File: src/core/mirf_defs.vh
// Constants for the MAC interrupt mask and receive filter register slice
`ifndef MIRF_DEFS_VH
`define MIRF_DEFS_VH

// ----------------------------------------------------------------
// Register offsets (byte addresses)
// ----------------------------------------------------------------
`define MIRF_OFF_STAT_RAW 8'h00
`define MIRF_OFF_STAT_MASKED 8'h04
`define MIRF_OFF_MASK_SET 8'h08
`define MIRF_OFF_MASK_CLEAR 8'h0C
`define MIRF_OFF_FILTER_EN 8'h10
`define MIRF_OFF_IRQ_STATUS 8'h14
`define MIRF_OFF_IRQ_CLEAR 8'h18
`define MIRF_OFF_IRQ_ENABLE 8'h1C

// ----------------------------------------------------------------
// Field positions
// ----------------------------------------------------------------
`define MIRF_BIT_HOST 1
`define MIRF_BIT_STAT 0
`define MIRF_BIT_PASSCRC 30
`define MIRF_BIT_QOS 29
`define MIRF_BIT_NOCHAIN 28
`define MIRF_BIT_CMF 24
`define MIRF_BIT_SHORT 23
`define MIRF_BIT_ERRFRM 22
`define MIRF_BIT_ALLFRM 21
`define MIRF_BIT_BCAST_EN 13
`define MIRF_BIT_MCAST_EN 5
// Writable bits of the filter enable register
`define MIRF_FILTER_WMASK 32'h71E7_2727

// ----------------------------------------------------------------
// Reset values
// ----------------------------------------------------------------
`define MIRF_RST_MASK 2'h0
`define MIRF_RST_FILTER 32'h0000_0000
`define MIRF_RST_IRQ 2'h0
`define MIRF_RST_WORD 32'h0000_0000
`define MIRF_RST_BIT 1'b0

`endif

File: src/core/mirf_sync2.v
// Two-flop synchroniser for one level
`timescale 1ns/1ps
`default_nettype none
module mirf_sync2 (
   input wire clock,
   input wire rst_b,
   input wire d,
   output wire q
);
   reg meta_ff;
   reg sync_ff;

   // Two stages, first read only by second
   always @(posedge clock or negedge rst_b) begin
      if (!rst_b) begin
         meta_ff <= 1'b0;
         sync_ff <= 1'b0;
      end else begin
         meta_ff <= d;
         sync_ff <= meta_ff;
      end
   end

   assign q = sync_ff;
endmodule
`default_nettype wire

File: src/core/mirf_regs.v
// MAC interrupt mask and receive filter register slice
//
// Implementation choices: strobed register access and the register offsets.
`timescale 1ns/1ps
`default_nettype none
`include "mirf_defs.vh"
module mirf_regs (
   input wire clock,
   input wire rst_b,
   input wire [7:0] addr,
   input wire [31:0] wdata,
   input wire wr_stb,
   input wire rd_stb,
   output reg [31:0] rdata,
   input wire host_error_pending,
   input wire statistics_pending,
   output reg host_error_irq,
   output reg statistics_irq,
   output reg rx_crc_passthrough,
   output reg rx_qos_enable,
   output reg rx_single_buffer_only,
   output reg rx_copy_control_frames,
   output reg [31:0] rx_filter_cfg,
   output reg irq
);
   // ----------------------------------------------------------------
   // Input synchronisers
   // ----------------------------------------------------------------
   wire host_pend_s;
   wire stat_pend_s;

   mirf_sync2 u_sync_host (
      .clock(clock),
      .rst_b(rst_b),
      .d(host_error_pending),
      .q(host_pend_s)
   );

   mirf_sync2 u_sync_stat (
      .clock(clock),
      .rst_b(rst_b),
      .d(statistics_pending),
      .q(stat_pend_s)
   );

   // ----------------------------------------------------------------
   // State
   // ----------------------------------------------------------------
   reg [1:0] mask_ff;
   reg [31:0] filter_ff;
   reg [1:0] irq_stat_ff;
   reg [1:0] irq_en_ff;
   reg [1:0] masked_prev_ff;
   reg [1:0] nxt_mask;
   reg [31:0] nxt_filter;
   reg [1:0] nxt_irq_stat;
   reg [1:0] nxt_irq_en;
   reg [31:0] nxt_rdata;

   wire [1:0] raw_pend;
   wire [1:0] masked;
   wire [1:0] masked_prev;
   wire [1:0] rise;
   wire hit_set;
   wire hit_clr;
   wire hit_flt;
   wire hit_icl;
   wire hit_ien;
   wire wr_set;
   wire wr_clr;
   wire wr_flt;
   wire wr_icl;
   wire wr_ien;
   wire irq_any;
   wire [31:0] word_raw;
   wire [31:0] word_masked;
   wire [31:0] word_mask;
   wire [31:0] word_filter;
   wire [31:0] word_stat;
   wire [31:0] word_en;

   // ----------------------------------------------------------------
   // Masked view and edge detection
   // ----------------------------------------------------------------
   // Synchronised raw sources, host error in bit 1
   assign raw_pend = {host_pend_s, stat_pend_s};
   // Masked view is raw AND mask
   assign masked = raw_pend & mask_ff;
   // A source turns visible by its own rise or by a mask set
   assign masked_prev = masked_prev_ff;
   assign rise = masked & ~masked_prev;

   // ----------------------------------------------------------------
   // Address decode
   // ----------------------------------------------------------------
   // Exact byte-address match per writable register
   assign hit_set = (addr == `MIRF_OFF_MASK_SET);
   assign hit_clr = (addr == `MIRF_OFF_MASK_CLEAR);
   assign hit_flt = (addr == `MIRF_OFF_FILTER_EN);
   assign hit_icl = (addr == `MIRF_OFF_IRQ_CLEAR);
   assign hit_ien = (addr == `MIRF_OFF_IRQ_ENABLE);

   // Writes qualified by the strobe; reads never change state
   assign wr_set = wr_stb && hit_set;
   assign wr_clr = wr_stb && hit_clr;
   assign wr_flt = wr_stb && hit_flt;
   assign wr_icl = wr_stb && hit_icl;
   assign wr_ien = wr_stb && hit_ien;

   // ----------------------------------------------------------------
   // Mask set and clear
   // ----------------------------------------------------------------
   // Set ORs in ones, clear removes ones; zeros do nothing
   always @* begin
      nxt_mask = mask_ff;
      if (wr_set) begin
         nxt_mask = mask_ff | wdata[1:0];
      end
      if (wr_clr) begin
         nxt_mask = mask_ff & ~wdata[1:0];
      end
   end

   // Both enables start off, so no source reaches the masked view or the interrupts
   always @(posedge clock or negedge rst_b) begin
      if (!rst_b) begin
         mask_ff <= `MIRF_RST_MASK;
      end else begin
         mask_ff <= nxt_mask;
      end
   end

   // ----------------------------------------------------------------
   // Receive filter enable
   // ----------------------------------------------------------------
   // Reserved bits never store, so they read back as zero
   always @* begin
      nxt_filter = filter_ff;
      if (wr_flt) begin
         nxt_filter = wdata & `MIRF_FILTER_WMASK;
      end
   end

   // Whole filter word
   always @(posedge clock or negedge rst_b) begin
      if (!rst_b) begin
         filter_ff <= `MIRF_RST_FILTER;
      end else begin
         filter_ff <= nxt_filter;
      end
   end

   // ----------------------------------------------------------------
   // Event status and enable
   // ----------------------------------------------------------------
   // Masked view one cycle back, for the edge detector
   always @(posedge clock or negedge rst_b) begin
      if (!rst_b) begin
         masked_prev_ff <= `MIRF_RST_MASK;
      end else begin
         masked_prev_ff <= masked;
      end
   end

   // Sticky events; a new event wins over a clear
   always @* begin
      nxt_irq_stat = irq_stat_ff;
      if (wr_icl) begin
         nxt_irq_stat = irq_stat_ff & ~wdata[1:0];
      end
      nxt_irq_stat = nxt_irq_stat | rise;
   end

   // Sticky event register
   always @(posedge clock or negedge rst_b) begin
      if (!rst_b) begin
         irq_stat_ff <= `MIRF_RST_IRQ;
      end else begin
         irq_stat_ff <= nxt_irq_stat;
      end
   end

   // Event enable, whole field replaced on write
   always @* begin
      nxt_irq_en = irq_en_ff;
      if (wr_ien) begin
         nxt_irq_en = wdata[1:0];
      end
   end

   // Event enable register
   always @(posedge clock or negedge rst_b) begin
      if (!rst_b) begin
         irq_en_ff <= `MIRF_RST_IRQ;
      end else begin
         irq_en_ff <= nxt_irq_en;
      end
   end

   // Any enabled event held
   assign irq_any = |(irq_stat_ff & irq_en_ff);

   // ----------------------------------------------------------------
   // Register words
   // ----------------------------------------------------------------
   // Each register as software sees it; reserved bits read zero
   assign word_raw = {30'h0, raw_pend};
   assign word_masked = {30'h0, masked};
   assign word_mask = {30'h0, mask_ff};
   assign word_filter = filter_ff;
   assign word_stat = {30'h0, irq_stat_ff};
   assign word_en = {30'h0, irq_en_ff};

   // ----------------------------------------------------------------
   // Read mux
   // ----------------------------------------------------------------
   // Read data for the addressed register, zero when unmapped
   always @* begin
      nxt_rdata = 32'h0000_0000;
      case (addr)
         `MIRF_OFF_STAT_RAW: nxt_rdata = word_raw;
         `MIRF_OFF_STAT_MASKED: nxt_rdata = word_masked;
         `MIRF_OFF_MASK_SET: nxt_rdata = word_mask;
         `MIRF_OFF_MASK_CLEAR: nxt_rdata = word_mask;
         `MIRF_OFF_FILTER_EN: nxt_rdata = word_filter;
         `MIRF_OFF_IRQ_STATUS: nxt_rdata = word_stat;
         `MIRF_OFF_IRQ_ENABLE: nxt_rdata = word_en;
         default: nxt_rdata = 32'h0000_0000;
      endcase
   end

   // ----------------------------------------------------------------
   // Outputs
   // ----------------------------------------------------------------
   // Read data stands one cycle after the strobe, zero otherwise
   always @(posedge clock or negedge rst_b) begin
      if (!rst_b) begin
         rdata <= `MIRF_RST_WORD;
      end else begin
         rdata <= rd_stb ? nxt_rdata : 32'h0000_0000;
      end
   end

   // Masked host error level
   always @(posedge clock or negedge rst_b) begin
      if (!rst_b) begin
         host_error_irq <= `MIRF_RST_BIT;
      end else begin
         host_error_irq <= masked[`MIRF_BIT_HOST];
      end
   end

   // Masked statistics level
   always @(posedge clock or negedge rst_b) begin
      if (!rst_b) begin
         statistics_irq <= `MIRF_RST_BIT;
      end else begin
         statistics_irq <= masked[`MIRF_BIT_STAT];
      end
   end

   // CRC kept when 1, dropped when 0
   always @(posedge clock or negedge rst_b) begin
      if (!rst_b) begin
         rx_crc_passthrough <= `MIRF_RST_BIT;
      end else begin
         rx_crc_passthrough <= filter_ff[`MIRF_BIT_PASSCRC];
      end
   end

   // Quality of service handling on the receive path
   always @(posedge clock or negedge rst_b) begin
      if (!rst_b) begin
         rx_qos_enable <= `MIRF_RST_BIT;
      end else begin
         rx_qos_enable <= filter_ff[`MIRF_BIT_QOS];
      end
   end

   // Single-buffer mode to receive DMA
   always @(posedge clock or negedge rst_b) begin
      if (!rst_b) begin
         rx_single_buffer_only <= `MIRF_RST_BIT;
      end else begin
         rx_single_buffer_only <= filter_ff[`MIRF_BIT_NOCHAIN];
      end
   end

   // Control frames stored when set
   always @(posedge clock or negedge rst_b) begin
      if (!rst_b) begin
         rx_copy_control_frames <= `MIRF_RST_BIT;
      end else begin
         rx_copy_control_frames <= filter_ff[`MIRF_BIT_CMF];
      end
   end

   // Whole filter word for the address match logic
   always @(posedge clock or negedge rst_b) begin
      if (!rst_b) begin
         rx_filter_cfg <= `MIRF_RST_WORD;
      end else begin
         rx_filter_cfg <= filter_ff;
      end
   end

   // Level interrupt, high while an enabled event is held
   always @(posedge clock or negedge rst_b) begin
      if (!rst_b) begin
         irq <= `MIRF_RST_BIT;
      end else begin
         irq <= irq_any;
      end
   end
endmodule
`default_nettype wire

File: config.mk
export PLATFORM = sky130hd
export DESIGN_NAME = mirf_regs
export DESIGN_NICKNAME = d
export VERILOG_FILES = /design/src/core/mirf_sync2.v /design/src/core/mirf_regs.v
export VERILOG_INCLUDE_DIRS = /design/src /design/src/core
export SDC_FILE = /design/constraint.sdc
export NUM_CORES = 1
export LEC_CHECK = 0
export BUFFER_PORTS_ARGS = -buffer_cell sky130_fd_sc_hd__buf_2
export CAP_MARGIN = 20
export CORE_MARGIN = 10
export CORE_UTILIZATION = 40
export DETAILED_ROUTE_END_ITERATION = 12
export PLACE_DENSITY = 0.81
export SYNTH_ARGS = -nofsm -noshare
export SYNTH_HDL_FRONTEND = slang
export SYNTH_HIERARCHICAL = 1
export SYNTH_SLANG_ARGS = --single-unit
File: constraint.sdc
create_clock -name clock -period 1.7 [get_ports clock]
set_clock_uncertainty 0.2 [all_clocks]
set_input_delay 0.34 -clock clock [delete_from_list [all_inputs] [get_ports clock]]
set_output_delay 0.34 -clock clock [all_outputs]
set_load 0.005 [all_outputs]
==> impl_results.md <==
- Layout cells sized above 1: about 45%
- Pre-CTS setup slack: -0.172 ns
- Placed Cells: 334
- Reg2Reg Depth: 3
- Avg Vias per Cell: 4.41
- Type of the worst setup path: in2reg
- Worst skew pair latency: 0.32 ns
- Diode count: 0
- Io pins: 117
- Synth warn: 6
- Fillers: 550
- Clock root buffer: clkbuf_8
- Most frequent cells in the layout: buf_2 (74), dfrtp_1 (67), conb_1 (28)
- Pwr Total: 3.29 mW
- Largest net degree at the start of global routing: 68
- GR Layer Usage met1: 10.1%
- Crit. End Element: flip-flop
- Worst-path fanout max: 14
- I/O Buffers: 74
- Total track usage: 10.1%
- Wirelength per Cell: 15.1 µm
- Via count: approximately 1600
- WL final: 5320 µm
- Setup TNS: 0 ns
- Clock buffer depth: 2
- Post-Syn Instances: 183
- Setup crit start kind: primary input
- Final hold vios: 0
- Status: complete, no violations
- Max stage delay on crit path: 0.34 ns
- Top delay family on crit path: simple AND/OR/NAND/NOR gates
- Most common cell after layout, fill and taps aside: buf_2
- Count of cell types in the netlist: 30
- Tmin final: 1.53 ns
- Setup-failing EPs final: 0
- Clock share of power: 42.4%
- Die Span Y: 101 µm
- Starting Density: 41.3%
- Initial antenna violation count: 1
- GR peak layer: met2
- Psw: between 0.6 and 0.7 mW
- Row count: 29
- Die area: 0.0102 mm²
- Max-cap violations: 0
- CTS tree: done
- RD Place Congestion: approximately 0.83
- Area delta synth->final: 24.4%
- Critical path's slowest cell: mux2_2
- M3 GR Usage: 4.73%
- Vias in the first global route: 1623
- Clk pin slew, worst setup/hold paths: 0.07 ns
- Total global routing overflow: 0
- Required @ worst endpoint: 1.70 ns
- Leakage: around 1.8 nW
- Post-synthesis sequential area ratio: 64.0%
- Slew Limit Fails: 0
- Area occupied by multi-input gates: 741 µm²
- Htree depth: 3
- DRC: 0
- Setup ws final: 0.171 ns
- RSZ-0062 raised after global routing: false
- Mean Syn Cell Area: roughly 14 µm²
- Die W: 101 µm
- Comb pwr share: 6.7%
- Post-cts resize count: 0
- Initial DRC Count: 72
- Bufs and invs on worst path: 2
- Crit. path cell count: 5
- Synth Cell Area: 0.00262 mm²
- Period utilization: 89.9%
- Hpwl dp: 4080 µm
- Flop pwr share: 50.9%
- Clk sink count: between 60 and 70
- Core ar.: 0.00635 mm²
- CP arrival: between 1.5 and 2 ns
- First-pass GRT wire length: 8000 µm
- Switching Fraction: 21.1%
- Hold path depth: 2
- P per Cell Area: slightly above 1000 mW/mm²
- Drt first pass iters: 4
- Num CTS Buffers: 9
- FF/Latch Area: 0.00168 mm²
- Worst vdd ir: about 0.00072 V
- Antenna Nets Post-Route: 0
- End-of-flow core utilization: 51.3%
- Internal: 2.59 mW
- FMAX: approximately 0.65 GHz
- Min-Delay Path Class: in2reg
- GR Util met2: 17.1%
- Number of setup buffers added after CTS: 0
- Worst path cell trace: buf_2 -> nor4b_4 -> and3_1 -> buf_12 -> mux2_2
- Nets: around 320
- Synthesis-stage register bit count: 67
- Layout Cells excl Fill: 353
==> what timing repair did <==
action	4_1_cts	5_1_grt
setup endpoints to repair	0	0
hold buffers	3	0
endpoints found under the hold margin	69	0
==> flip-flops by register name (all words and copies together) (netlist names), named ones only <==
name and count:
irq_en_ff 2, rx_filter_cfg 18, filter_ff 18, masked_prev 1, rdata 18, u_sync_stat/meta_ff 1, u_sync_stat/q 1, host_error_irq 1
irq 1, u_sync_host/q 1, u_sync_host/meta_ff 1, irq_stat_ff 2
==> worst register-to-register path, cell delays in order (launching register included) <==
cell and delay, ns:
dfrtp_1 0.39, mux2i_1 0.14, nor3_1 0.06, o31a_1 0.28
==> synth_stat cells <==
| master | n | share of area, % |
|---|---|---|
| clkbuf_2 | 1 | 0.19 |
| buf_12 | 1 | 0.76 |
| nor3b_1 | 1 | 0.29 |
| a311oi_1 | 1 | 0.33 |
| nor3_1 | 4 | 0.76 |
| a22o_1 | 3 | 1.0 |
| nand4_1 | 3 | 0.72 |
| mux2_2 | 10 | 4.3 |
| and4_1 | 1 | 0.33 |
| mux2i_1 | 4 | 1.5 |
| nand3_1 | 2 | 0.38 |
| o211a_1 | 1 | 0.38 |
| nor4b_4 | 1 | 0.91 |
| and3_1 | 2 | 0.48 |
| nor3b_2 | 1 | 0.48 |
| nand4b_1 | 2 | 0.67 |
| buf_2 | 1 | 0.19 |
| dfrtp_1 | 67 | 64 |
| nand2_1 | 2 | 0.29 |
| buf_6 | 1 | 0.43 |
| nor2_1 | 4 | 0.57 |
| nor2b_1 | 1 | 0.24 |
| and2_1 | 18 | 4.3 |
| buf_4 | 32 | 9.2 |
| clkbuf_1 | 2 | 0.29 |
| mux2_4 | 10 | 5.7 |
| inv_1 | 4 | 0.57 |
| nand2b_1 | 1 | 0.24 |
| conb_1 | 1 | 0.14 |
| o31a_1 | 1 | 0.33 |
==> power groups by stage <==
stage / logic [mW] / clock network [mW] / registers, mW
6_report: 0.219 / 1.39 / 1.67
5_1_grt: 0.246 / 1.51 / 1.68
2_1_floorplan: 0.131 / 0 / 1.70
3_3_place_gp: 0.208 / 0 / 1.70
4_1_cts: 0.221 / 1.43 / 1.67
3_5_place_dp: 0.214 / 0 / 1.70
==> final timing paths <==
kind | end | slack [ns] | startpoint
min reg2reg | u_sync_stat/q | 0.15 | u_sync_stat/meta_ff
max in group asynchronous | rdata[2] | 0.66 | rst_b
min in group asynchronous | irq_stat_ff[1] | 0.36 | rst_b
min | filter_ff[29] | 0.04 | wdata[29]
max reg2reg | rdata[0] | 0.51 | filter_ff[0]
max | filter_ff[9] | 0.17 | addr[5]
==> stage by stage <==
step | area [µm²] | hold WS (ns)
CTS | 3260 | 0.0215
floorplan | 2720 | -0.156
detailed placement | 3010 | 0.141
global route | 3260 | 0.0153
global placement | 3010 | 0.134
finish | 3260 | 0.0385
==> cells by family (layout without fill, tap and decap cells) <==
group | count (synthesis) | in the layout | share of synthesized area, %
AO/OA/AOI/OAI | 6 | 6 | 2.05
buffers and inverters | 42 | 108 | 11.6
multiplexers | 24 | 24 | 11.6
other | 1 | 28 | 0.143
flip-flops | 67 | 67 | 64.0
AND/OR/NAND/NOR | 43 | 43 | 10.6
==> cell type report <==
cell class | count | area share [%]
sequential | 67 | 51.4
multi-input combinational | 101 | 22.7
timing repair buffer | 88 | 15.6
clock buffer | 13 | 5.49
tap | 77 | 2.96
clock inverter | 3 | 1.34
inverter | 4 | 0.461
==> per-layer routing <==
layer	vias to the layer above	part of all wire (%)
met5	-	0.24
met4	2	1.2
met3	6	8.9
met2	55	53
met1	764	37
li1	729	-
Power figures use the tool's default switching activity.
